**src/rtl/lict_params.svh**
```systemverilog
// constants of the lan interrupt cause and throttle block
// assumes 16-bit byte addresses on a 32-bit register port, 200 MHz mclk
`ifndef LICT_PARAMS_SVH
`define LICT_PARAMS_SVH

`define LICT_ADDR_W        16
`define LICT_DATA_W        32
`define LICT_OFS_CAUSE     16'h00C0
`define LICT_OFS_PACE      16'h00C4
`define LICT_OFS_FORCE     16'h00C8
`define LICT_OFS_ENSET     16'h00D0
`define LICT_OFS_ENCLR     16'h00D8
`define LICT_OFS_AUTOM     16'h00E0

`define LICT_CAUSE_W       23
`define LICT_CAUSE_WMASK   23'h47D2F7
`define LICT_SRC_MASK      23'h05D2F7
`define LICT_BIT_ACK       17
`define LICT_BIT_ECC       22
`define LICT_BIT_ASSERTED  31
`define LICT_RSV_LO        23
`define LICT_RSV_HI        30
`define LICT_PACE_W        16
`define LICT_ACK_W         8
`define LICT_TICK_W        8

`define LICT_RST_CAUSE     23'h000000
`define LICT_RST_MASK      23'h000000
`define LICT_RST_AUTOM     23'h000000
`define LICT_RST_PACE      16'h0000
`define LICT_RST_ACK       8'h00
`define LICT_RST_RDATA     32'h00000000

`define LICT_UNIT_NS       256
`define LICT_CLK_NS        5
`define LICT_UNIT_CYCLES   ((`LICT_UNIT_NS + `LICT_CLK_NS - 1) / `LICT_CLK_NS)
`define LICT_SLOW_FACTOR   4

`endif

```
**src/rtl/lict_pkg.sv**
```systemverilog
// types shared by the lan interrupt cause and throttle block
// assumes lict_params.svh is on the include path
`include "lict_params.svh"

package lict_pkg;

   typedef logic [`LICT_CAUSE_W-1:0] lict_cause_t;
   typedef logic [`LICT_PACE_W-1:0]  lict_pace_t;
   typedef logic [`LICT_ACK_W-1:0]   lict_ack_t;
   typedef logic [`LICT_DATA_W-1:0]  lict_data_t;

   typedef struct packed {
      logic [`LICT_ADDR_W-1:0] addr;
      lict_data_t              wdata;
      logic                    wr;
      logic                    rd;
   } lict_bus_s;

   typedef enum logic {
      LICT_THR_IDLE,
      LICT_THR_RUN
   } lict_thr_e;

   typedef struct packed {
      lict_cause_t cause;
      lict_cause_t mask;
      lict_cause_t auto_mask;
      lict_pace_t  pace;
      logic        asserted;
      lict_thr_e   thr;
      lict_pace_t  thr_cnt;
      logic        ack_busy;
      lict_ack_t   ack_cnt;
      lict_data_t  rdata;
      logic        tclr;
   } lict_state_s;

   typedef struct packed {
      logic [`LICT_TICK_W-1:0] cnt;
   } lict_tick_s;

endpackage

```
**src/rtl/lict_tick_gen.sv**
```systemverilog
// 256 ns unit tick, four units at slow speed, for the pacing and ack delay timers
// assumes slow_speed is a level synchronous to mclk
`timescale 1ns/1ps
`include "lict_params.svh"

module lict_tick_gen (
   input  wire logic mclk,
   input  wire logic rst,
   input  wire logic restart,
   input  wire logic slow_speed,
   output logic      tick
);
   import lict_pkg::*;

   localparam logic [`LICT_TICK_W-1:0] FAST_LIM =
      `LICT_TICK_W'(`LICT_UNIT_CYCLES - 1);
   localparam logic [`LICT_TICK_W-1:0] SLOW_LIM =
      `LICT_TICK_W'(`LICT_UNIT_CYCLES * `LICT_SLOW_FACTOR - 1);

   lict_tick_s              s;
   lict_tick_s              n;
   logic [`LICT_TICK_W-1:0] lim;

   // unit rounded up to whole cycles, so spacing never falls short
   assign lim  = slow_speed ? SLOW_LIM : FAST_LIM;
   assign tick = (s.cnt >= lim);

   always_comb begin
      n = s;
      if (restart) begin
         n.cnt = '0;
      end else if (s.cnt >= lim) begin
         n.cnt = '0;
      end else begin
         n.cnt = s.cnt + `LICT_TICK_W'(1);
      end
   end

   always_ff @(posedge mclk) begin
      if (rst) begin
         s.cnt <= '0;
      end else begin
         s <= n;
      end
   end

endmodule

```
**src/rtl/lict_top.sv**
```systemverilog
// interrupt cause latch, cause force, enable mask and pacing timer
// assumes a single-cycle strobe register port and pulse event sources
//
// Decided for this implementation: the address-and-strobe port.
`timescale 1ns/1ps
`include "lict_params.svh"

module lict_top (
   input  wire logic                 mclk,
   input  wire logic                 rst,
   input  wire lict_pkg::lict_bus_s  bus,
   output lict_pkg::lict_data_t      rdata,
   input  wire lict_pkg::lict_cause_t src_events,
   input  wire logic                 ecc_uncorrectable,
   input  wire logic                 ack_frame_rx,
   input  wire lict_pkg::lict_ack_t  ack_delay,
   input  wire logic                 slow_speed,
   input  wire logic                 pci_int_en,
   output logic                      host_irq,
   output logic                      timers_clear
);
   import lict_pkg::*;

   lict_state_s s;
   lict_state_s n;
   lict_cause_t ev;
   lict_cause_t clr;
   lict_cause_t frc;
   logic        pending;
   logic        fire;
   logic        ack_fire;
   logic        tick;
   logic        ev_any;

   lict_tick_gen u_tick (
      .mclk       (mclk),
      .rst        (rst),
      .restart    (fire),
      .slow_speed (slow_speed),
      .tick       (tick)
   );

   assign rdata        = s.rdata;
   assign timers_clear = s.tclr;
   assign host_irq     = s.asserted & pci_int_en;
   assign ev_any       = |(ev | frc);

   always_comb begin
      n        = s;
      ev       = '0;
      clr      = '0;
      frc      = '0;
      fire     = 1'b0;
      pending  = 1'b0;
      n.rdata  = `LICT_RST_RDATA;
      n.tclr   = 1'b0;
      ack_fire = s.ack_busy && (s.ack_cnt == '0);

      // hardware event sources; ecc comes on its own pin, ack from the ack delay timer
      ev = src_events & `LICT_SRC_MASK;
      ev[`LICT_BIT_ECC] = ecc_uncorrectable;
      ev[`LICT_BIT_ACK] = ack_fire;

      // ack delay counts whole units, so it may run up to one unit short
      if (ack_frame_rx) begin
         n.ack_busy = 1'b1;
         n.ack_cnt  = ack_delay;
      end else if (ack_fire) begin
         n.ack_busy = 1'b0;
      end else if (s.ack_busy && tick) begin
         n.ack_cnt = s.ack_cnt - `LICT_ACK_W'(1);
      end

      if (bus.wr) begin
         if (bus.addr == `LICT_OFS_CAUSE) begin
            // bit 31 is the registered pending flag and not in clr, so writing it has no effect
            clr = bus.wdata[`LICT_CAUSE_W-1:0];
         end else if (bus.addr == `LICT_OFS_PACE) begin
            n.pace = bus.wdata[`LICT_PACE_W-1:0];
         end else if (bus.addr == `LICT_OFS_FORCE) begin
            frc = bus.wdata[`LICT_CAUSE_W-1:0] & `LICT_CAUSE_WMASK;
         end else if (bus.addr == `LICT_OFS_ENSET) begin
            n.mask = s.mask
                   | (bus.wdata[`LICT_CAUSE_W-1:0] & `LICT_CAUSE_WMASK);
         end else if (bus.addr == `LICT_OFS_ENCLR) begin
            n.mask = s.mask & ~bus.wdata[`LICT_CAUSE_W-1:0];
         end else if (bus.addr == `LICT_OFS_AUTOM) begin
            n.auto_mask = bus.wdata[`LICT_CAUSE_W-1:0]
                        & `LICT_CAUSE_WMASK;
         end
      end

      if (bus.rd) begin
         if (bus.addr == `LICT_OFS_CAUSE) begin
            n.rdata = {s.asserted, 8'h00, s.cause};
            if (s.mask == '0) begin
               clr = '1;
            end else if (s.asserted) begin
               clr    = '1;
               n.mask = s.mask & ~s.auto_mask;
            end
            // otherwise the read leaves cause and mask alone and only loads rdata
         end else if (bus.addr == `LICT_OFS_PACE) begin
            n.rdata = {16'h0000, s.pace};
         end else if (bus.addr == `LICT_OFS_ENSET) begin
            n.rdata = {9'h000, s.mask};
         end else if (bus.addr == `LICT_OFS_AUTOM) begin
            n.rdata = {9'h000, s.auto_mask};
         end else begin
            n.rdata = `LICT_RST_RDATA;
         end
      end

      // a new event beats a clear in the same cycle
      n.cause = (s.cause & ~clr) | ev | frc;
      n.tclr  = ev_any;

      pending = |(s.cause & s.mask);
      if (pending && !s.asserted &&
          ((s.pace == '0) || (s.thr == LICT_THR_IDLE))) begin
         fire = 1'b1;
      end

      case (s.thr)
         LICT_THR_IDLE: begin
            if (fire && (s.pace != '0)) begin
               n.thr     = LICT_THR_RUN;
               n.thr_cnt = s.pace;
            end
         end
         LICT_THR_RUN: begin
            if (s.pace == '0) begin
               n.thr     = LICT_THR_IDLE;
               n.thr_cnt = '0;
            end else if (tick) begin
               if (s.thr_cnt <= `LICT_PACE_W'(1)) begin
                  n.thr = LICT_THR_IDLE;
               end
               n.thr_cnt = s.thr_cnt - `LICT_PACE_W'(1);
            end
         end
         default: begin
            n.thr = LICT_THR_IDLE;
         end
      endcase

      if (n.cause == '0) begin
         n.asserted = 1'b0;
      end else if (fire) begin
         n.asserted = 1'b1;
      end
   end

   always_ff @(posedge mclk) begin
      if (rst) begin
         s.cause     <= `LICT_RST_CAUSE;
         s.mask      <= `LICT_RST_MASK;
         s.auto_mask <= `LICT_RST_AUTOM;
         s.pace      <= `LICT_RST_PACE;
         s.asserted  <= 1'b0;
         s.thr       <= LICT_THR_IDLE;
         s.thr_cnt   <= `LICT_RST_PACE;
         s.ack_busy  <= 1'b0;
         s.ack_cnt   <= `LICT_RST_ACK;
         s.rdata     <= `LICT_RST_RDATA;
         s.tclr      <= 1'b0;
      end else begin
         s <= n;
      end
   end

   // helper logic for the checks below
   logic        rd_cause;
   logic        wr_cause;
   logic        wr_force;
   logic        wr_enclr;
   logic        seen_fire;
   logic        run_slow;
   lict_pace_t  fire_pace;
   logic [23:0] gap_cnt;

   assign rd_cause = bus.rd && (bus.addr == `LICT_OFS_CAUSE);
   assign wr_cause = bus.wr && (bus.addr == `LICT_OFS_CAUSE);
   assign wr_force = bus.wr && (bus.addr == `LICT_OFS_FORCE);
   assign wr_enclr = bus.wr && (bus.addr == `LICT_OFS_ENCLR);

   always_ff @(posedge mclk) begin
      // spacing counted fire to fire with the interval of the earlier fire
      if (rst) begin
         seen_fire <= 1'b0;
         run_slow  <= 1'b0;
         fire_pace <= `LICT_RST_PACE;
         gap_cnt   <= 24'h000000;
      end else if (fire) begin
         seen_fire <= 1'b1;
         run_slow  <= slow_speed;
         fire_pace <= s.pace;
         gap_cnt   <= 24'h000001;
      end else begin
         run_slow <= run_slow & slow_speed;
         if (gap_cnt != 24'hFFFFFF) begin
            gap_cnt <= gap_cnt + 24'h000001;
         end
      end
   end
endmodule

```
**config.mk**
```make
export PLATFORM = sky130hd
export DESIGN_NAME = lict_top
export DESIGN_NICKNAME = d
export VERILOG_FILES = /design/src/rtl/lict_pkg.sv /design/src/rtl/lict_tick_gen.sv /design/src/rtl/lict_top.sv
export VERILOG_INCLUDE_DIRS = /design/src /design/src/rtl
export SDC_FILE = /design/constraint.sdc
export NUM_CORES = 1
export LEC_CHECK = 0
export BUFFER_PORTS_ARGS = -buffer_cell sky130_fd_sc_hd__buf_2
export CAP_MARGIN = 20
export CORE_MARGIN = 2
export CORE_UTILIZATION = 47
export DETAILED_ROUTE_END_ITERATION = 12
export PLACE_DENSITY = 0.66
export SLEW_MARGIN = 25
export SYNTH_ARGS = -nofsm -noshare
export SYNTH_HDL_FRONTEND = slang
export SYNTH_SLANG_ARGS = --single-unit
```
**constraint.sdc**
```tcl
create_clock -name mclk -period 3.11 [get_ports mclk]
set_input_delay 0.622 -clock mclk [delete_from_list [all_inputs] [get_ports mclk]]
set_output_delay 0.622 -clock mclk [all_outputs]
set_load 0.1 [all_outputs]
```
==> results of run 1 <==
==> worst max-delay path by stage <==
stage	startpoint	to	slack, ps
after floorplan	slow_speed	s[51]	560
after global placement	bus[49]	s[130]	170
after global routing	bus[49]	s[123]	430
final	s[141]	s[51]	480
after detailed placement	bus[49]	s[130]	140
after CTS	bus[49]	s[137]	570
==> power breakdown <==
group          switching, uW  internal, uW
logic                    185          86.1
clock network            763          1540
registers               24.2          1780
==> cells in the mapped netlist, types with 4 or more instances <==
cell type / count / area [um2]
nand2_1: 143 / 536.8
nand4_1: 6 / 37.54
xor2_1: 14 / 122.6
a221oi_1: 21 / 183.9
inv_1: 21 / 78.83
nand2b_1: 13 / 81.33
a222oi_1: 16 / 160.2
buf_4: 32 / 240.2
and2_1: 4 / 25.02
nand3_1: 29 / 145.1
a21boi_0: 5 / 37.54
a31oi_1: 16 / 100.1
o21ai_0: 18 / 90.09
ha_1: 10 / 125.1
or3_1: 5 / 31.28
and3_1: 5 / 31.28
a22oi_1: 20 / 150.1
nor3_1: 12 / 60.06
xnor2_1: 8 / 70.07
a22o_1: 4 / 35.03
nor2b_1: 4 / 25.02
buf_2: 11 / 55.05
dfxtp_1: 137 / 2743
nor2_1: 78 / 292.8
nor4_1: 22 / 137.6
and4_1: 5 / 43.79
a21o_1: 17 / 127.6
o21a_1: 10 / 75.07
a21oi_1: 77 / 385.4
clkbuf_1: 36 / 135.1
==> registers in the layout, summed over array words and instances, names as in the netlist <==
register      cells
rdata            24
s               104
timers_clear      1
u_tick.s          8
==> cells in the final DEF, fill, tap and decap left out, types with 5 or more instances in the layout <==
master     Yosys  final
nand2_1      143    143
dfxtp_1      137    137
buf_2         11     93
nor2_1        78     78
a21oi_1       77     77
nand3_1       29     29
nor4_1        22     22
buf_4         32     22
inv_1         21     21
a221oi_1      21     21
a22oi_1       20     20
o21ai_0       18     18
a21o_1        17     17
clkbuf_16      0     17
a222oi_1      16     16
a31oi_1       16     16
xor2_1        14     14
nor3_1        12     12
nand2b_1      13     12
o21a_1        10     10
ha_1          10     10
xnor2_1        8      8
conb_1         1      8
nand4_1        6      6
bufinv_16      0      6
and3_1         5      5
and4_1         5      5
or3_1          5      5
a21boi_0       5      5
==> layout make-up <==
type / count / area [um2] / area share [%]
clock buffer: 19 / 452.9 / 5.777
timing repair buffer: 118 / 690.7 / 8.809
multi-input combinational: 599 / 3427 / 43.71
sequential: 137 / 2743 / 34.98
clock inverter: 13 / 222.7 / 2.841
inverter: 21 / 78.83 / 1.005
tap: 180 / 225.2 / 2.873
==> logic make-up after synthesis <==
logic type	count (synthesis)	synth area share, %
flops	137	41.11
fa+ha+maj	10	1.875
other cells	1	0.05621
buf+inv	103	8.027
mux	1	0.1688
compound gates	219	22.32
simple gates	339	23.56
xor+xnor	22	2.888
==> routing by layer <==
metal | up-vias | GRT usage, % | routed length (um) | part of all wire (%)
li1 | 3058 | - | - | -
met1 | 3023 | 38.19 | 8999 | 45
met2 | 311 | 39.80 | 8639 | 43
met3 | 44 | 6.734 | 1817 | 9.1
met4 | 0 | 11.15 | 534 | 2.7
met5 | - | 0 | 0 | 0
==> stage by stage <==
stage | hold WS [ps] | cells | total power, uW | cell area, um2
after global placement | 442.7 | 1055 | 2108 | 7162
after floorplan | 429.7 | 839 | 2006 | 6698
final | 391.1 | 1087 | 4380 | 7840
after CTS | 380.7 | 1087 | 4399 | 7838
after detailed placement | 451.9 | 1055 | 2109 | 7162
after global routing | 376.5 | 1087 | 4507 | 7840
==> flow_results.org, run 1 <==
** Route
- Number of detailed-routing iterations run before antenna repair :: 8
- In this run, the number of DRC markers left after iteration 0 of detailed routing was just over 800.
- After detailed routing, the number of vias per cell comes to approximately 6.
- Number of nets with antenna violations after detailed routing :: 0
- Wire length per cell after detailed routing :: 18.39 um
- After detailed routing, the number of remaining DRC violations is 0.
- Summing over every cut layer, the via total after detailed routing is ~6400.
- Wire length reported by the detailed router :: about 20 mm

** Floorplan
- Die outline area :: 15160 um2
- Row generation in the floorplan step produced 43 rows.
- Vertical extent of the die :: approximately 120 um
- The die is 123.1 um wide.
- For this design the top-level I/O count stands at around 120.
- The initial utilization of the core area, before any placement, comes to between 40% and 50%.
- Core Area :: approximately 14000 um2

** CTS
- Hold repair after CTS inserted 0 buffers.
- CTS tree :: built
- Worst skew pair latency :: about 420 ps
- Buffer type at the clock tree root :: clkbuf_16
- CTS Sinks :: 137
- Number of resized instances in the post-cts repair step :: 0
- Setup bufs post-CTS :: 0
- Maximum buffer depth of the clock tree :: 2
- CTS built an H-tree with a depth of 4.
- Counting the buffers created by CTS gives 17.
- After clock tree synthesis, the clock-pin slew on the worst setup and hold paths is 60 ps.

** Timing
- Clk_skew :: ~14 ps
- Max-slew headroom at the worst pin :: a little over half
- Setup violations remaining at the end of the flow were counted as 0.
- Least-Margin Pin Slew :: just over 700 ps
- Number of endpoints with negative hold slack in the final report :: 0
- Subtracting the final worst setup slack from the clock period gives ~2600 ps.
- In the finished design, the share of the clock period the worst path needs comes to 84.44%.
- The number of pins exceeding their max-slew limit in the final report was 0.
- After routing, the total negative slack on setup checks comes to 0 ps.
- Setup repair after global routing missed its margin :: no
- Upper clock frequency limit :: 380.8 MHz
- In the post-route analysis, the smallest setup slack over all paths is 483.8 ps.

** Setup path
- The worst setup path is captured at a flip-flop.
- Stages on the worst setup path :: 8
- The worst register-to-register path begins at s[141].
- At the worst endpoint, the required time is roughly 3400 ps.
- Among cell families on the critical path, the largest total delay comes from compound AO/OA/AOI/OAI gates.
- The signal on the critical path passes through a22o_1 > a221oi_1 > nand3_1 > o21a_1 > a21oi_2 > buf_4 > o21ai_0 > a21oi_1.
- Data arrives at the worst endpoint at approximately 3000 ps.
- Minimum setup slack among reg-to-reg paths :: 480 ps
- Among all stages on the critical path, the largest delay is contributed by o21a_1.
- Worst Path Max Fanout :: 18
- Counting both buffers and inverters, the worst setup path holds a total of 1.
- Biggest cell delay along the critical path :: between 500 and 600 ps
- Crit Path Class :: flip-flop to flip-flop
- Crit path launch type :: flip-flop
- Count of cells along the worst register-to-register path :: 8
- Critical register-to-register path endpoint :: s[51]

** Hold path
- The worst hold path belongs to the class input port to flip-flop.
- The startpoint identified for the worst hold timing path is bus[23].
- Hold path endpoint :: s[120]
- The worst hold path passes through 2 cells.

** GRT
- Antenna violations before repair :: 0
- Global routing consumed, over all layers together, between 20% and 30% of the routing resources.
- Grt total ovfl :: 0
- The first global-routing pass estimated between 30 and 40 mm of wire.
- Maximum number of pins on one net before global-route repair :: 65
- The via count of the first global-routing pass was around 5800.

** Synth
- The Yosys step of the flow raised 0 warnings.
- Post-synth EDFFs :: 0
- Most instantiated flip-flop cell in the synthesis netlist :: dfxtp_1
- Count of unique library cells instantiated by Yosys :: 55
- Synthesis handed over a netlist of between 800 and 900 instances.
- Of all flip-flops after synthesis, the portion carrying an async set or reset was 0%.
- Counting flops and latches in the post-synthesis netlist gives between 100 and 150.
- After synthesis, flip-flops and latches occupy 41.11% of the total area.
- Post-synthesis instance area :: 6671 um2
- Mapped Avg Cell Area :: 8.019 um2

** Placement
- I/O Buffers :: 93
- Routability congestion estimate from global placement :: 0.9429
- Place WS :: roughly 140 ps
- Detailed placement finished with a half-perimeter wire length of 13.92 mm.

** Run
- MaxCap Viol Count :: 0

** Finish
- Post-synthesis to final-layout area growth :: 17.52%
- Fraction of final layout cells sized beyond drive strength 1 :: a little under a fifth
- Count of fill cells added during filler insertion :: roughly 1300
- Cells fill between 50% and 60% of the core in the end.
- Post-layout nets :: 991
- 0 antenna diodes ended up in the layout.

** Pwr
- PwrDens :: ~560 nW/um2
- IR analysis of the VDD net gives a maximum drop of 0.5101 mV.
- For this design the static power due to leakage is a little over 0.003 uW.

** Status
- Outcome :: completed
(Power assumes the default switching activity.)
==> run 2, diff against run 1 <==
--- a/config.mk
+++ b/config.mk
@@ -6,6 +6,7 @@
 export SDC_FILE = /design/constraint.sdc
 export NUM_CORES = 1
 export LEC_CHECK = 0
+export ABC_AREA = 1
 export BUFFER_PORTS_ARGS = -buffer_cell sky130_fd_sc_hd__buf_2
 export CAP_MARGIN = 20
 export CORE_MARGIN = 2
==> constraint.sdc (replaced) <==
create_clock -name mclk -period 2.67 [get_ports mclk]
set_input_delay 0.534 -clock mclk [delete_from_list [all_inputs] [get_ports mclk]]
set_output_delay 0.534 -clock mclk [all_outputs]
set_load 0.1 [all_outputs]
==> flow_results.org, run 2 <==
** Floorplan
- The height of the chip is 127.7 um (+3.7%).
- The number of primary I/O pins is 121 (unchanged).
- Core Area :: 15090 um2 (+8.7%)
- Starting Density :: 47.65% (-0.41 points)
- The die area came to 16300 um2 (+7.5%).
- Number of rows in the core area :: 45 (+4.7%)
- Floorplan die width :: 127.7 um (+3.7%)

** GRT
- The initial antenna violation count was 0 (unchanged).
- The residual overflow from global routing was 0 (unchanged).
- Maximum number of pins on one net before global-route repair :: 44 (-32%)
- Via count of the first global-routing pass :: 6339 (+8.8%)
- Total track usage :: 25.33% (-1.9 points)
- The first-pass GRT wire length is 32.17 mm (+2.7%).

** CTS
- Buffer type at the clock tree root :: clkbuf_16
- TritonCTS built the clock tree.
- CTS Sinks :: 137 (unchanged)
- Clock transition at path regs :: 60 ps (about the same)
- Maximum buffer depth of the clock tree :: 2 (unchanged)
- The clock latency reported for the late side of the worst-skew pair came to 430 ps (about the same).
- The TritonCTS buffer count came to 17 (unchanged).
- Max H-tree Level :: 4 (unchanged)
- The total of cells resized after clock tree synthesis came to 0 (unchanged).
- Number of buffers inserted by hold repair at cts :: 0 (unchanged)
- The post-CTS setup buffer count came to 0 (unchanged).

** Route
- The routed length per instance is 15.58 um (-15%).
- Number of DRC violations after detailed routing :: 0 (unchanged)
- DR vias/cell :: 5.390 (-9.0%)
- The final antenna-violating net count is 0 (unchanged).
- The final routed wirelength across all metal layers is 20.02 mm (+0.17%).
- The violation count after the first detailed-routing iteration came to 735 (-9.5%).
- Number of detailed-routing iterations run before antenna repair :: 7 (-1)
- The total number of vias was 6926 (+7.6%).

** Timing
- Final period util :: 87.95% (+3.5 points)
- The slew at the pin closest to its max-slew limit was 952.9 ps (+245.5 ps).
- The setup clock skew after layout came to 10.49 ps (-3.322 ps).
- Setup repair after global routing left no endpoint under its margin.
- The final count of hold timing violations was 0 (unchanged).
- Upper clock frequency limit :: 425.8 MHz (+12%)
- The final number of setup-violating endpoints was 0 (unchanged).
- Number of slew-limit violations in the final report :: 0 (unchanged)
- The post-route worst setup slack came to 321.7 ps (-162.1 ps).
- The worst slew slack as a fraction of its limit came to 36.24% (-17 points).
- Min Clock Period, post-route :: 2348 ps (-277.9 ps)

** Run
- The number of maximum-capacitance violations was 0 (unchanged).

** Synth
- Post-synth top area share :: 38.14% (-3.0 points)
- The share of the yosys chip area belonging to registers was 38.14% (-3.0 points).
- Mapped Avg Cell Area :: 7.064 um2 (-12%)
- The proportion of register bits with asynchronous set or reset after synthesis was 0% (unchanged).
- Ys Warns :: 0 (unchanged)
- Post-synthesis instance area :: 7191 um2 (+7.8%)
- The number of register bits inferred by synthesis came to 137 (unchanged).
- Summed over all instances, the cell type with the most area after synthesis is dfxtp_1.
- Among all flip-flop cells after synthesis, the most frequent one is dfxtp_1.
- Largest cells by area after synthesis :: dfxtp_1 38%, o21ai_0 8.6%, a21oi_1 7.8%
- Leading cell types by count after synthesis :: 144 x nand2_1, 137 x dfxtp_1, 123 x o21ai_0
- Most frequently used cell type in the post-synthesis netlist :: nand2_1
- The instance count of the mapped netlist came to 1018 (+22%).
- The distinct cell type count of the synthesized netlist was 40 (-27%).
- The count of flip-flops with a built-in enable after synthesis is 0 (unchanged).

** Setup path
- Required time of the critical path :: 3030 ps (-410 ps)
- Crit Path Class :: flip-flop to flip-flop
- Worst endpoint data arrival time :: 2710 ps (-250 ps)
- Worst path buffer plus inverter count :: 1 (unchanged)
- Walking the worst path, the cells encountered are ha_1 > nand3_1 > nand2_1 > nand4_1 > nand2_1 > inv_1 > nor2_1 > o21ai_0 > o21ai_0 > a21oi_1 > nor2_1.
- Crit path launch type :: flip-flop
- Type of element capturing the critical path :: flip-flop
- On the critical path the largest part of the delay comes from simple AND/OR/NAND/NOR gates.
- Worst Path Max Fanout :: 14 (-4)
- The largest stage delay on the critical path is 690 ps (+180 ps).
- Among all stages on the critical path, the largest delay is contributed by nor2_1.

** Status
- The flow ran to the end, and the final reports show no timing, DRC or antenna violations.

** Pwr
- Leakage power summed over all cells :: 0.003614 uW (+16%)
- PwrDens :: 590.4 nW/um2 (+5.7%)
- Final total power :: 4880 uW (+11%)
- The worst supply voltage drop on vdd was 0.4441 mV (-13%).

** Finish
- The diode insertion count for antenna repair is 0 (unchanged).
- Counting flops per register, the top entry is s.
- In the layout the commonest cells are 144 x nand2_1, 137 x dfxtp_1, 123 x o21ai_0.
- The layout cell share with drive strength beyond 1 is 15.59% (-2.5 points).
- Compared with the post-synthesis result, the final layout area differs by 14.96%.
- The largest registers in the layout are s: 104 flops, rdata: 24 flops, u_tick.s: 8 flops.
- Post-layout nets :: 1181 (+19%)
- Most common library cell in the layout ignoring fill and taps :: nand2_1
- Number of flip-flops in the largest register :: 104 (unchanged)

** Placement
- The worst setup timing slack at the placement stage was -59.15 ps (-198.7 ps).
- Routability congestion estimate from global placement :: 0.9378 (-0.54%)
- I/O Buffers :: 93 (unchanged)
- The detailed placer's ending HPWL came to 14.45 mm (+3.8%).

** Hold path
- Worst min path class :: input port to flip-flop
run 2: metrics by stage:
step	cell area (um2)	std cells	TNS [ps]	hold slack (ps)	util, %
floorplan	7217	1025	0	417.5	-
finish	8267	1285	0	343.8	54.78
CTS	8267	1285	0	334.7	54.78
global placement	7657	1253	-0.5138	430.7	50.75
detailed placement	7657	1253	-59.15	436.8	50.75
global route	8267	1285	0	338.8	54.78
run 2: cell type report:
class	instances	area, um2
fill	1528	6823
multi-input combinational	699	3608
timing repair buffer	115	643.1
tap	188	235.2
clock buffer	19	442.9
sequential	137	2743
inverter	114	427.9
clock inverter	13	166.4
run 2: routing by layer:
layer | vias up | wire length [um] | GRT usage [%]
met5 | - | 0 | 0
met4 | 0 | 466 | 8.662
met3 | 34 | 1626 | 5.801
met2 | 260 | 8901 | 39.35
met1 | 3106 | 9030 | 34.81
li1 | 3526 | - | -
run 2: logic make-up after synthesis:
kind of cell             synth area share [%]
AND/OR/NAND/NOR                         24.12
adder cells (fa/ha/maj)                 1.740
other                                 0.05215
XOR/XNOR                                2.436
AO/OA/AOI/OAI                           21.47
buffers and inverters                   12.04
flip-flops                              38.14
run 2: final timing paths:
path	startpoint	end	slack (ps)	depth (start not counted)
worst max register to register	u_tick.s[3]	s[51]	320	11
worst max-delay path	u_tick.s[3]	s[51]	320	11
worst min-delay path	ack_delay[4]	s[37]	340	2
worst min register to register	u_tick.s[0]	u_tick.s[0]	440	1
run 2: where the power goes:
group          switching (uW)  total (uW)  internal, uW
Sequential               30.4        2110          2080
Combinational             225         327           102
Clock                     947        2450          1500
run 2: worst register-to-register path, delay by kind of cell, from the launching register on:
kind | cells | cell delay [ps]
buf+inv | 1 | 90
simple gates | 6 | 1160
flops | 1 | 340
fa+ha+maj | 1 | 300
compound gates | 3 | 390
==> run 3, diff against run 2 <==
--- a/config.mk
+++ b/config.mk
@@ -7,12 +7,13 @@
 export NUM_CORES = 1
 export LEC_CHECK = 0
 export ABC_AREA = 1
-export BUFFER_PORTS_ARGS = -buffer_cell sky130_fd_sc_hd__buf_2
 export CAP_MARGIN = 20
+export CORE_ASPECT_RATIO = 0.7
 export CORE_MARGIN = 2
 export CORE_UTILIZATION = 47
 export DETAILED_ROUTE_END_ITERATION = 12
-export PLACE_DENSITY = 0.66
+export DONT_BUFFER_PORTS = 1
+export PLACE_DENSITY = 0.61
 export SLEW_MARGIN = 25
 export SYNTH_ARGS = -nofsm -noshare
 export SYNTH_HDL_FRONTEND = slang
==> constraint.sdc (replaced) <==
create_clock -name mclk -period 2.1 [get_ports mclk]
set_input_delay 0.42 -clock mclk [delete_from_list [all_inputs] [get_ports mclk]]
set_output_delay 0.42 -clock mclk [all_outputs]
set_load 0.1 [all_outputs]
==> flow_results.org, run 3 (synthesis gave the netlist of run 2 again) <==
** Floorplan
- Core Area :: 14810 um2 (-1.8%)
- Floorplan die width :: 151.8 um (+19%)
- Vertical extent of the die :: 107.5 um (-16%)
- The cell row count is 37 (-18%).
- Die outline area :: 16320 um2 (about the same)
- The number of primary I/O pins was 121 (unchanged).
- Starting Density :: 48.54% (+0.89 points)

** GRT
- The maximum number of pins on one net before global-route repair came to 45 (+2.3%).
- The initial antenna violation count is 0 (unchanged).
- Via count of the first global-routing pass :: 6314 (-0.39%)
- Grt total ovfl :: 0 (unchanged)
- The first-pass GRT wire length is 35.21 mm (+9.4%).
- Total track usage :: 28.07% (+2.7 points)

** Placement
- Detailed placement HPWL :: 16.93 mm (+17%)
- Placed cell count :: 1249 (-0.32%)
- The final RePlAce weighted congestion is 0.9540 (+1.7%).
- Cell area after placement :: 7904 um2 (+3.2%)
- I/O Buffers :: 0 (-100%)

** Finish
- Number of flip-flops in the largest register :: 104 (unchanged)
- Leaving out fill and tap cells, the most frequent cell in the layout is nand2_1.
- More flip-flops sit in one register than any other, and that register is s.
- The diode insertion count for antenna repair came to 0 (unchanged).
- The top cell types in the final layout, fill and taps aside, are 138 x nand2_1, 135 x dfxtp_1, 122 x o21ai_0.
- Post-synthesis to final-layout area growth :: 20.46%
- Registers with the highest flip-flop counts :: s: 104 flops, rdata: 24 flops, u_tick.s: 8 flops
- Final instance count without filler cells :: 1282 (-0.23%)
- Area of all placed cells without fillers :: 8662 um2 (+4.8%)
- Post-layout nets :: 1173 (-0.68%)
- Fraction of final layout cells sized beyond drive strength 1 :: 17.94% (+2.4 points)

** Status
- Outcome :: completed

** Setup path
- Cell with the biggest individual delay on the critical path :: dfxtp_4
- Biggest cell delay along the critical path :: 360 ps (-330 ps)
- Crit Path Class :: flip-flop to flip-flop
- The largest fanout on the critical path came to 7 (-7).
- The data required time at the worst endpoint was 2400 ps (-630 ps).
- Traced cell by cell, the critical path runs through ha_4 > nand3_2 > nand2_2 > nand4_1 > nand2_2 > inv_2 > nand2_2 > nand2_2 > nand2_4 > buf_12 > clkinvlp_4 > nor3_2 > nor2_1.
- STA classifies the critical path startpoint as a flip-flop.
- Worst endpoint data arrival time :: 2350 ps (-360 ps)
- Among the stages of the critical path, the cell type that occurs most often is nand2_2.
- Type of element capturing the critical path :: flip-flop

** Timing
- The post-route clock period utilization came to 97.49% (+9.5 points).
- The setup clock skew after layout is 11.23 ps (+0.7324 ps).
- The final number of setup-violating endpoints is 0 (unchanged).
- The number of pins exceeding their max-slew limit in the final report is 0 (unchanged).
- The final critical path time including I/O delays and setup was 2047 ps (-301.1 ps).
- The slew at the pin closest to its max-slew limit is 595.7 ps (-357.2 ps).
- Max-slew headroom at the worst pin :: 60.25% (+24 points)
- Post-route setup TNS :: 0 ps (unchanged)
- The final count of hold timing violations was 0 (unchanged).
- The top achievable clock speed is 488.5 MHz (+15%).

** CTS
- The clock latency reported for the late side of the worst-skew pair is 420 ps (about the same).
- The clock net sink count is 137 (unchanged).
- The clock transition at the registers of the reported paths was 60 ps (about the same).
- The buffer depth of the longest clock path is 2 (unchanged).
- Clock tree synthesis selected as its root buffer the cell clkbuf_16.
- CTS tree :: built
- The number of H-tree levels was 4 (unchanged).
- The number of buffers added to fix hold violations after cts was 0 (unchanged).
- The TritonCTS buffer count is 17 (unchanged).

** Route
- Wire length reported by the detailed router :: 23.56 mm (+18%)
- The detailed-route DRC error count is 0 (unchanged).
- The final antenna-violating net count was 0 (unchanged).
- The routed length per instance was 18.37 um (+18%).
- The violation count after the first detailed-routing iteration came to 837 (+14%).
- DR vias/cell :: 5.620 (+4.3%)
- The number of iterations in the first detailed-routing pass was 5 (-2).
- Via count :: 7205 (+4.0%)

** Pwr
- Peak supply drop :: 0.4723 mV (+6.3%)
- Leakage power summed over all cells :: 0.003680 uW (+1.8%)
- The power density over the cells is 694.5 nW/um2 (+18%).

** Run
- The number of maximum-capacitance violations was 0 (unchanged).

** Hold path
- In this run the worst hold path is classified as input port to flip-flop.
-- run 3: cell types whose count changed in the layout (fill, tap and decap cells not counted), sizes merged --
| cell | delta |
|---|---|
| buf | -10 |
| bufinv | -1 |
| clkbuf | +2 |
| clkinv | +1 |
| clkinvlp | +1 |
| inv | -3 |
-- run 3: path summary, 6_finish.rpt --
| check | start | to | slack (ps) | depth (start not counted) |
|---|---|---|---|---|
| worst min register to register | u_tick.s[0] | u_tick.s[0] | 450 | 1 |
| worst min-delay path | rst | s[41] | 70 | 1 |
| worst max-delay path | u_tick.s[3] | s[56] | 50 | 13 |
| worst max register to register | u_tick.s[3] | s[56] | 50 | 13 |
-- run 3: metrics by stage --
| step | total power (uW) | util [%] | setup WS (ps) | hold WS, ps |
|---|---|---|---|---|
| after floorplan | 3001 | - | 124.8 | 417.5 |
| after global placement | 3062 | 53.35 | -161.0 | 428.8 |
| after detailed placement | 3065 | 53.35 | -184.0 | 437.1 |
| after CTS | 6007 | 57.25 | 2.664 | 62.94 |
| after global routing | 6171 | 58.47 | -82.41 | 60.10 |
| final | 6016 | 58.47 | 52.76 | 69.43 |
-- run 3: per-layer routing --
| metal | part of all wire [%] | vias to the layer above | track usage, % |
|---|---|---|---|
| met5 | 0 | - | 0 |
| met4 | 1.0 | 0 | 6.876 |
| met3 | 11 | 22 | 6.763 |
| met2 | 40 | 341 | 38.87 |
| met1 | 47 | 3336 | 43.15 |
| li1 | - | 3506 | - |
-- run 3: cell type report --
class | instances | area, um2
Fill cell | 1404 | 6152
Timing Repair Buffer | 107 | 945.9
Tap cell | 195 | 244.0
Sequential cell | 137 | 2748
Inverter | 114 | 431.7
Multi-Input combinational cell | 699 | 3716
Clock buffer | 19 | 452.9
Clock inverter | 11 | 123.9
-- run 3: power by group --
group | internal, uW | switching (uW) | leakage (uW)
clock | 1800 | 1190 | 0.000277
sequential | 2640 | 37.0 | 0.00111
combinational | 114 | 235 | 0.00229
-- run 3: timing repair --
action / 4_1_cts / 5_1_grt
resized for setup: 0 / 40
endpoints found under the setup margin: 0 / 25
buffers inserted: 0 / 1
-- run 3: critical path, delay by kind of cell, from the launching register on --
kind | cells | cell delay, ps
adder cells (fa/ha/maj) | 1 | 270
buffers and inverters | 3 | 350
flip-flops | 1 | 360
AND/OR/NAND/NOR | 9 | 950
